File: src/pkg/pvf_params.svh
// Constants for the vertical format, interrupt and panel controller
`ifndef PVF_PARAMS_SVH
`define PVF_PARAMS_SVH

// In-band character codes
`define PVF_CODE_LF 8'h0A
`define PVF_CODE_FF 8'h0C
`define PVF_CODE_SHIFT8 8'h06
`define PVF_CODE_START 8'h1E
`define PVF_CODE_STOP 8'h1F
`define PVF_TAB_FIRST 8'h10
`define PVF_TAB_LAST 8'h1D

// Format buffer geometry and channel codes
`define PVF_FORM_MAX 132
`define PVF_FORM_MAX_W 8'h84
`define PVF_FORM_DEFAULT 66
`define PVF_CH_TOF 4'h0
`define PVF_CH_NONE 4'hF

// Interrupt defaults: level 4, vector 200 octal
`define PVF_IRQ_LEVEL 3'h4
`define PVF_IRQ_VECTOR 9'h080

// Timing: one paper step interval
`define PVF_CLK_NS 10
`define PVF_STEP_TIME_NS 5000
`define PVF_STEP_CYC ((`PVF_STEP_TIME_NS + `PVF_CLK_NS - 1) / `PVF_CLK_NS)

// Synchronised pin vector layout
`define PVF_PIN_W 13
`define PVF_PIN_PAPER_OUT 0
`define PVF_PIN_FAULT_BTN 7
`define PVF_PIN_ONLINE_BTN 8
`define PVF_PIN_LPI_BTN 9
`define PVF_PIN_TOF_BTN 10
`define PVF_PIN_ADV_BTN 11
`define PVF_PIN_TAKE 12

`endif

File: src/pkg/pvf_pkg.sv
// Types for the vertical format, interrupt and panel controller
`include "pvf_params.svh"
package pvf_pkg;

  typedef enum logic [1:0] {PVF_IDLE, PVF_PRINT, PVF_MOVE} pvf_state_t;
  typedef enum logic [1:0] {PVF_MV_ONE, PVF_MV_TOP, PVF_MV_TAB, PVF_MV_SLEW} pvf_move_t;

  typedef struct packed {
    pvf_state_t st;
    pvf_move_t kind;
    logic online;
    logic fault;
    logic reload_hold;
    logic lpi8_panel;
    logic prog_8lpi;
    logic loading;
    logic vfu_loaded;
    logic [7:0] vfu_len;
    logic [`PVF_FORM_MAX-1:0][3:0] vfu;
    logic [7:0] line;
    logic tab_pend;
    logic [3:0] tab_ch;
    logic [3:0] target;
    logic [7:0] move_left;
    logic [15:0] timer;
    logic [7:0] print_data;
    logic print_valid;
    logic ready;
    logic error;
    logic irq;
    logic [2:0] irq_level;
    logic [8:0] irq_vector;
    logic step;
    logic eighth;
    logic [`PVF_PIN_W-1:0] prev;
  } pvf_st_t;

endpackage

File: src/rtl/pvf_ctrl.sv
// Vertical format unit, interrupt request and operator panel controller
`timescale 1ns/1ps
`include "pvf_params.svh"
// Overview of operation
// - Start code clears and loads format buffer
// - Stop code ends loading, printing resumes
// - Buffer holds one channel per line, 132
// - Tab code makes next line feed seek channel
// - Line one always holds top-of-form channel
// - Interrupt only while enable bit set
// - Ready or error raises request when enabled
// - Level 4, vector 200, both parameters
// - Ready when a character can be taken
// - Error bit follows any error condition
// - Fault light for any mechanism fault
// - Light self-clears, except after paper reload
// - No on-line while fault light lit
// - Spacing toggle off-line; program code selects 8 lpi for one move
// - Top-of-form button off-line, to form top
// - Paper advance button slews while held
module pvf_ctrl import pvf_pkg::*; #(
  parameter int STEP_CYC = `PVF_STEP_CYC,
  parameter int FORM_DEFAULT = `PVF_FORM_DEFAULT,
  parameter logic [2:0] IRQ_LEVEL = `PVF_IRQ_LEVEL,
  parameter logic [8:0] IRQ_VECTOR = `PVF_IRQ_VECTOR
) (
  input wire logic mclk,
  input wire logic rst,
  input wire logic char_wr,
  input wire logic [7:0] char_data,
  input wire logic int_enable,
  input wire logic [6:0] fault_pins,
  input wire logic fault_button,
  input wire logic online_button,
  input wire logic lpi_button,
  input wire logic tof_button,
  input wire logic advance_button,
  input wire logic mech_take,
  output logic ready,
  output logic error,
  output logic irq_req,
  output logic [2:0] irq_level,
  output logic [8:0] irq_vector,
  output logic print_valid,
  output logic [7:0] print_data,
  output logic paper_step,
  output logic step_eighth,
  output logic fault_lit,
  output logic online_lit,
  output logic lpi8_lit,
  output logic vfu_loaded,
  output logic [7:0] form_line
);
  pvf_st_t s;
  pvf_st_t n;
  logic [`PVF_PIN_W-1:0] sy;
  logic [`PVF_PIN_W-1:0] rise;
  logic [`PVF_PIN_W-1:0] fall;

  // Panel and mechanism pins are asynchronous
  pvf_sync #(.W(`PVF_PIN_W)) u_sync (
    .mclk(mclk),
    .rst(rst),
    .d({mech_take, advance_button, tof_button, lpi_button, online_button, fault_button, fault_pins}),
    .q(sy)
  );

  assign rise = sy & ~s.prev;
  assign fall = ~sy & s.prev;

  // Active form length: loaded format, else the default form
  function automatic logic [7:0] form_len(input logic loaded, input logic [7:0] len);
    form_len = loaded ? len : 8'(FORM_DEFAULT);
  endfunction

  // Next form line, wrapping at the form end
  function automatic logic [7:0] next_line(input logic [7:0] line, input logic [7:0] flen);
    next_line = (line + 8'h01 >= flen) ? 8'h00 : line + 8'h01;
  endfunction

  // Channel number of a tab code, or none
  function automatic logic [3:0] chan_of(input logic [7:0] code);
    if (code >= `PVF_TAB_FIRST && code <= `PVF_TAB_LAST) begin
      chan_of = code[3:0];
    end else begin
      chan_of = `PVF_CH_NONE;
    end
  endfunction

  // Launch a paper motion; spacing is latched for the whole move
  function automatic pvf_st_t start_move(input pvf_st_t c, input pvf_move_t k, input logic [3:0] tgt);
    pvf_st_t r;
    r = c;
    r.st = PVF_MOVE;
    r.kind = k;
    r.target = tgt;
    r.timer = 16'(STEP_CYC - 1);
    r.move_left = form_len(c.vfu_loaded, c.vfu_len);
    r.eighth = c.lpi8_panel | c.prog_8lpi;
    r.prog_8lpi = 1'b0;
    r.tab_pend = 1'b0;
    start_move = r;
  endfunction

  // Next-state logic for the whole controller
  always_comb begin
    logic fault_now;
    logic accept;
    logic [7:0] nl;
    fault_now = 1'b0;
    accept = 1'b0;
    nl = 8'h00;
    n = s;
    n.step = 1'b0;
    n.prev = sy;

    // Reload latch: set on paper reload, cleared by the button; set wins
    if (fall[`PVF_PIN_PAPER_OUT]) begin
      n.reload_hold = 1'b1;
    end else if (rise[`PVF_PIN_FAULT_BTN]) begin
      n.reload_hold = 1'b0;
    end
    fault_now = (|sy[6:0]) | n.reload_hold;
    n.fault = fault_now;

    // Fault drops the link; button toggles but cannot enter on-line
    if (fault_now) begin
      n.online = 1'b0;
    end else if (rise[`PVF_PIN_ONLINE_BTN]) begin
      n.online = ~s.online;
    end

    // Spacing toggle is live only off-line
    if (rise[`PVF_PIN_LPI_BTN] && !s.online) begin
      n.lpi8_panel = ~s.lpi8_panel;
    end

    unique case (s.st)
      PVF_IDLE: begin
        if (char_wr && s.ready) begin
          accept = 1'b1;
          if (s.loading) begin
            if (char_data == `PVF_CODE_STOP) begin
              n.loading = 1'b0;
              n.vfu_loaded = (s.vfu_len != 8'h00);
            end else if (s.vfu_len < `PVF_FORM_MAX_W) begin
              // Line one is forced to top-of-form
              n.vfu[s.vfu_len] = (s.vfu_len == 8'h00) ? `PVF_CH_TOF : chan_of(char_data);
              n.vfu_len = s.vfu_len + 8'h01;
            end
          end else if (char_data == `PVF_CODE_START) begin
            n.loading = 1'b1;
            n.vfu_loaded = 1'b0;
            n.vfu_len = 8'h00;
            n.vfu = {`PVF_FORM_MAX{`PVF_CH_NONE}};
          end else if (chan_of(char_data) != `PVF_CH_NONE) begin
            n.tab_pend = 1'b1;
            n.tab_ch = chan_of(char_data);
          end else if (char_data == `PVF_CODE_SHIFT8) begin
            n.prog_8lpi = 1'b1;
          end else begin
            n.print_data = char_data;
            n.print_valid = 1'b1;
            n.st = PVF_PRINT;
          end
        end else if (rise[`PVF_PIN_TOF_BTN] && !s.online) begin
          n = start_move(n, PVF_MV_TOP, `PVF_CH_TOF);
        end else if (sy[`PVF_PIN_ADV_BTN]) begin
          n = start_move(n, PVF_MV_SLEW, `PVF_CH_NONE);
        end
      end
      PVF_PRINT: begin
        // Character stays offered until the mechanism takes it
        if (rise[`PVF_PIN_TAKE]) begin
          n.print_valid = 1'b0;
          if (s.print_data == `PVF_CODE_LF) begin
            n = start_move(n, s.tab_pend ? PVF_MV_TAB : PVF_MV_ONE, s.tab_ch);
          end else if (s.print_data == `PVF_CODE_FF) begin
            n = start_move(n, PVF_MV_TOP, `PVF_CH_TOF);
          end else begin
            n.st = PVF_IDLE;
          end
        end
      end
      PVF_MOVE: begin
        if (s.timer != 16'h0000) begin
          n.timer = s.timer - 16'h0001;
        end else if (s.kind == PVF_MV_SLEW && !sy[`PVF_PIN_ADV_BTN]) begin
          n.st = PVF_IDLE;
        end else begin
          nl = next_line(s.line, form_len(s.vfu_loaded, s.vfu_len));
          n.step = 1'b1;
          n.line = nl;
          n.timer = 16'(STEP_CYC - 1);
          n.move_left = s.move_left - 8'h01;
          // A seek ends after one full form if the channel is absent
          unique case (s.kind)
            PVF_MV_ONE: n.st = PVF_IDLE;
            PVF_MV_TOP: if (nl == 8'h00) n.st = PVF_IDLE;
            PVF_MV_TAB: if (s.vfu[nl] == s.target || s.move_left <= 8'h01) n.st = PVF_IDLE;
            PVF_MV_SLEW: n.st = PVF_MOVE;
          endcase
        end
      end
    endcase

    // Ready only when idle and on-line; never in the accepting cycle
    n.ready = (n.st == PVF_IDLE) && n.online && !accept;
    n.error = fault_now;
    n.irq = int_enable & (n.ready | n.error);
  end

  // State register; interrupt identity comes from parameters
  always_ff @(posedge mclk) begin
    if (rst) begin
      s <= '0;
      s.vfu <= {`PVF_FORM_MAX{`PVF_CH_NONE}};
      s.irq_level <= IRQ_LEVEL;
      s.irq_vector <= IRQ_VECTOR;
    end else begin
      s <= n;
    end
  end

  assign ready = s.ready;
  assign error = s.error;
  assign irq_req = s.irq;
  assign irq_level = s.irq_level;
  assign irq_vector = s.irq_vector;
  assign print_valid = s.print_valid;
  assign print_data = s.print_data;
  assign paper_step = s.step;
  assign step_eighth = s.eighth;
  assign fault_lit = s.fault;
  assign online_lit = s.online;
  assign lpi8_lit = s.lpi8_panel;
  assign vfu_loaded = s.vfu_loaded;
  assign form_line = s.line;
endmodule

File: src/rtl/pvf_sync.sv
// Three-stage pin synchroniser with agreement filter
`timescale 1ns/1ps
module pvf_sync #(
  parameter int W = 1
) (
  input wire logic mclk,
  input wire logic rst,
  input wire logic [W-1:0] d,
  output logic [W-1:0] q
);
  typedef struct packed {
    logic [W-1:0] s1;
    logic [W-1:0] s2;
    logic [W-1:0] s3;
    logic [W-1:0] q;
  } pvf_sync_st_t;

  pvf_sync_st_t s;
  pvf_sync_st_t n;

  // Output moves only once stages two and three agree
  always_comb begin
    n = s;
    n.s1 = d;
    n.s2 = s.s1;
    n.s3 = s.s2;
    for (int i = 0; i < W; i++) begin
      if (s.s2[i] == s.s3[i]) begin
        n.q[i] = s.s3[i];
      end
    end
  end

  always_ff @(posedge mclk) begin
    if (rst) begin
      s <= '0;
    end else begin
      s <= n;
    end
  end

  assign q = s.q;
endmodule

File: config.mk
export PLATFORM = sky130hd
export DESIGN_NAME = pvf_ctrl
export DESIGN_NICKNAME = d
export VERILOG_FILES = /design/src/pkg/pvf_pkg.sv /design/src/rtl/pvf_ctrl.sv /design/src/rtl/pvf_sync.sv
export VERILOG_INCLUDE_DIRS = /design/src /design/src/pkg
export SDC_FILE = /design/constraint.sdc
export NUM_CORES = 2
export LEC_CHECK = 0
export BUFFER_PORTS_ARGS = -buffer_cell sky130_fd_sc_hd__buf_2
export CAP_MARGIN = 10
export CORE_MARGIN = 8
export CORE_UTILIZATION = 60
export DETAILED_ROUTE_END_ITERATION = 10
export GPL_ROUTABILITY_DRIVEN = 0
export PLACE_DENSITY = 0.77
export SLEW_MARGIN = 25
export SYNTH_ARGS = -nofsm -noshare
export SYNTH_HDL_FRONTEND = slang
export SYNTH_HIERARCHICAL = 1
export SYNTH_SLANG_ARGS = --single-unit
File: constraint.sdc
create_clock -name mclk -period 9.38 [get_ports mclk]
set_input_delay 0.469 -clock mclk [delete_from_list [all_inputs] [get_ports mclk]]
set_output_delay 0.469 -clock mclk [all_outputs]
set_load 0.02 [all_outputs]
# After elaboration in Yosys (flattened, before gate mapping)
# Index checks and enable logic that the tools add are counted.
# classes
n_addsub,4
order_cmp,8
mux,80
n_eq_ne,46
n_bitwise,16
reduce_logical,34
# ops
operator,n
627-bit two-way mux,4
545-bit case mux with 2 select lines,1
538-bit two-way mux,2
536-bit two-way mux,2
625-bit two-way mux,1
539-bit two-way mux,1
528-bit bitwise mux,1
24-bit case mux with 3 select lines,1
4-bit two-way mux,13
8-bit two-way mux,6
24-bit case mux with 2 select lines,1
9-bit two-way mux,5
4-bit binary-select mux with 8-bit select,1
4-bit demux with 8-bit select,1
30-bit two-way mux,1
28-bit two-way mux,1
14-bit case mux with 2 select lines,1
2-bit two-way mux,12
24-bit two-way mux,1
8-bit case mux with 3 select lines,1
"3-bit inequality test, second input constant",7
7-bit AND reduction,3
5-bit two-way mux,4
"2-bit inequality test, second input constant",10
47 further kinds,107
# word_totals
reg_bits,667

# Logic depth before layout (Yosys ltp)
# depth
word_depth,19
depth_mapped,22

# Modules after synthesis
# The synthesis kept the hierarchy.
# modules_own_cells
mod,area_each_um2,instances,cells_each,seq_area_each_um2
pvf_ctrl,33290.7,1,4126,12091.6
pvf_sync,1617.8,1,148,1041.0

# Worst setup path after synthesis
# OpenSTA, ideal clock, no wires.
# synth_path
path_type,register to register
startpoint,reg s (netlist bit form_line[0])
endpoint,reg s (netlist bit ready)
t_arrival_ps,4573
path_stages_with_launch,22
slack_ps,4719
n_path_buf,6
path_cell_list,dfxtp_1 > buf_4 > buf_4 > buf_2 > nand4_1 > xnor2_1 > ha_1 > and3_1 > buf_6 > a221o_1 > nor2_4 > nand2_2 > buf_6 > buf_2 > a221o_1 > a31oi_1 > a2111oi_1 > o2111ai_1 > mux2i_1 > nand4b_4 > o211a_1 > nor4_2
# synth_between
elab_chain_cells,15
word_cells_on_any_way,17
classes_between,1 x add/sub; 1 x order compare; 1 x eq/ne; 9 x mux; 5 x reduce/logical
# synth_lines
item,line_no,text
"start, declared",pvf_ctrl.sv:54,pvf_st_t s;
"start signal, assigned",pvf_ctrl.sv:221,s <= n;
8-bit by 1-bit adder with 8-bit output (*),pvf_ctrl.sv:78,next_line = (line + 8'h01 >= flen) ? 8'h00 : line + 8'h01;
8-bit >= comparator,pvf_ctrl.sv:78,
8-bit two-way mux (*),pvf_ctrl.sv:78,
4-bit binary-select mux with 8-bit select,pvf_ctrl.sv:200,PVF_MV_TAB: if (s.vfu[nl] == s.target || s.move_left <= 8'h01) n.st = PVF_IDLE;
4-bit two-way mux (not written as such),pvf_ctrl.sv:200,
4-bit equality test,pvf_ctrl.sv:200,
1-bit logical OR,pvf_ctrl.sv:200,
2-bit two-way mux,pvf_ctrl.sv:200,
2-bit case mux with 4 select lines (*),pvf_ctrl.sv:197,unique case (s.kind)
2-bit two-way mux (*),pvf_ctrl.sv:188,end else if (s.kind == PVF_MV_SLEW && !sy[`PVF_PIN_ADV_BTN]) begin
2-bit two-way mux (*),pvf_ctrl.sv:186,if (s.timer != 16'h0000) begin
2-bit case mux with 3 select lines (*),pvf_ctrl.sv:138,unique case (s.st)
2-bit zero test (*),pvf_ctrl.sv:208,n.ready = (n.st == PVF_IDLE) && n.online && !accept;
1-bit logical AND (*) (2 in series),pvf_ctrl.sv:208,
# Every way passes the cells marked *; elsewhere a longest branch is shown, timed or not. The select of a mux whose other input is x is not followed.
# A chain may end at the register's enable or synchronous reset.

# Final worst setup path
# Ends and elaborated chain as after synthesis.

==> out/qor.yml <==
yosys:
  yosysSeqAreaShare: 0.376
  synth_edf_count: 0
  syn_area_mm2: 0.0349
  synth_ff_type: "dfxtp_1"
  async_flop_share: 0
  synth_seq_cells: 656
  syn_inst: 4274
  yosys_warnings: 6
  synth_area_per_cell_um2: 8.17
  synth_cell_types: 95
job:
  max_cap_viol_count: 0
global_route:
  grt_pass1_vias: 29800
  antenna_found_initial: 4
  grt_max_degree: 249
  grt_overflow_total: 0
  grt_usage: 0.340
  grt_pass1_wl_um: 181000
pwr:
  powerDensity_mw_per_mm2: 169
  p_leak_uw: 0.0133
  power_uw: 6250
  ir_worst_vdd_mv: 0.182
clocking:
  h-tree-depth: 3
  clock-sinks: 656
  clk_path_buf_depth: 3
  clk_pin_slew_ns: 0.07
  root_buffer: "clkbuf_16"
  clk_latency_ns: 0.63
  cts_post_setup_buffers_inserted: 0
  cts_hold_buf: 0
  postCtsResizedCells: 0
  cts_buffers: 71
  cts_tree: "built"
timing:
  worst_pin_slew_ns: 1.14
  hold_viol: 0
  post-route-period-util: 0.717
  finalSetupTns_ns: 0
  finalSetupViolations: 0
  setup_slack_ns: 2.65
  period_needed_ns: 6.73
  hold_ws_ns: 0.0393
  finClkSkew_ns: 0.0140
  maxSlewViolCount: 0
  slew_headroom: 0.238
  rsz0062_at_grt: "no"
  fmaxAchievable_ghz: 0.149
routing:
  vias_per_cell: 6.94
  drtIter0Drc: 5648
  routed-via-count: 33700
  drc: 1
  wl_per_cell_um: 24.5
  ant_nets: 0
  drt-pass1-iter-count: 11
  wirelength_um: 119000
finish:
  final_layout_size_suffix_gt1_frac: 0.0751
  layout_commonest_cell: "dfxtp_1"
  nFillCells: 4875
  instances_no_fill: 4856
  area_growth_pct: 6.15
  nNetsFinal: 4084
  layout_common_cells: "654 x dfxtp_1, 517 x o21ai_0, 423 x nand2_1"
placement:
  preCtsSetupSlack_ns: 2.91
  hpwlAfterDp_um: 76600
  io_buffers: 50
  dp.cells: 4730
floorplanning:
  io_pins: 63
  die_w_um: 257
  start_util: 0.606
  die_h_um: 257
  die-area_mm2: 0.0662
  core-area_mm2: 0.0576
  rows: 88
outcome:
  status: "complete, but fails checks"
  violations: "design-rule violations"
critical_path:
  crit_fanout: 50
  criticalPathCategory: "reg -> reg"
  cp.required_ns: 9.93
  cp.arrival_ns: 7.28
  worst_setup_path_start_kind: "flop"
  cp-end-kind: "flop"
hold_path:
  hp-class: "in -> reg"
==> synthesized netlist by cell type (all sizes together) (28+ instances only) <==
library cell / number / area (um^2)
nor2: 224 / 868
nor3: 42 / 231
nand3: 59 / 313
clkbuf: 298 / 1120
nor2b: 70 / 438
and3: 320 / 2000
o22ai: 114 / 719
nand2b: 231 / 1450
mux2i: 81 / 811
a211o: 314 / 2750
a21oi: 224 / 1120
o21ai: 529 / 2650
a221oi: 28 / 275
nand2: 427 / 1610
dfxtp: 656 / 13100
a211oi: 38 / 295
buf: 117 / 771
o211ai: 146 / 1100
==> stage by stage <==
stage               area (um^2)   util
global route              37100  0.643
detailed placement        34800  0.604
floorplan                 34900      -
global placement          34800  0.604
CTS                       37000  0.643
finish                    37100  0.644
==> report_power, final <==
| part | internal (uW) | switching (uW) | leakage [uW] |
|---|---|---|---|
| Combinational | 219 | 448 | 0.00689 |
| Clock | 1560 | 1170 | 0.00110 |
| Sequential | 2820 | 37.2 | 0.00531 |
==> state kept, by name, indices dropped and copies added (netlist names), 8 cells and up <==
| register | cells |
|---|---|
| u_sync/n | 26 |
| u_sync/q | 13 |
| s | 579 |
| print_data | 8 |
| form_line | 8 |
| u_sync/s | 13 |
==> layer usage <==
metal  global-route usage  part of all wire  vias to the layer above  routed length [um]
li1                     -                 -                    15300                   -
met1                0.449              0.39                    15800               46800
met2                0.482              0.41                     2116               48600
met3                0.105              0.13                      525               15200
met4                0.201             0.069                        2                8220
met5                    0           0.00014                        -                  17
==> logic make-up after synthesis <==
| family | count (synthesis) | share of synthesized area |
|---|---|---|
| other | 2 | 0.000215 |
| buffers and inverters | 437 | 0.0566 |
| flip-flops | 656 | 0.376 |
| XOR/XNOR | 28 | 0.00724 |
| AO/OA/AOI/OAI | 1561 | 0.297 |
| multiplexers | 125 | 0.0429 |
| adder cells (fa/ha/maj) | 20 | 0.00717 |
| AND/OR/NAND/NOR | 1445 | 0.213 |
==> path summary, 6_finish.rpt <==
path / startpoint / to / slack (ns) / depth (start not counted)
min: fault_pins[3] / u_sync/n[29] / 0.04 / 2
max: form_line[0] / ready / 2.65 / 17
min reg2reg: u_sync/n[33] / u_sync/n[20] / 0.43 / 1
max reg2reg: form_line[0] / ready / 2.65 / 17
==> final cells by class <==
class	instances	area, um^2	area share
Multi-Input combinational cell	3191	20000	0.539
Tap cell	765	957	0.0258
Sequential cell	656	13100	0.355
Clock inverter	21	210	0.00567
Clock buffer	103	2020	0.0544
Inverter	22	82.6	0.00223
Timing Repair Buffer	97	666	0.0180
Antenna cell	1	2.50	0.0000675
==> critical path, cell delays in order, from the launching register on <==
cell and delay [ns]:
dfxtp_4 0.64, buf_4 0.69, nand3_1 0.19, xor2_1 0.49, inv_1 0.26, ha_1 0.34
o211a_1 0.15, o311ai_4 0.25, buf_4 0.36, nand3_1 0.56, nor2_1 0.85, and3_1 0.28
a2111oi_0 0.07, o31ai_1 0.46, and4_1 0.28, o22ai_2 0.16, o211a_1 0.29, nor4_2 0.25
Note: power is estimated with default switching activity, not from simulation.
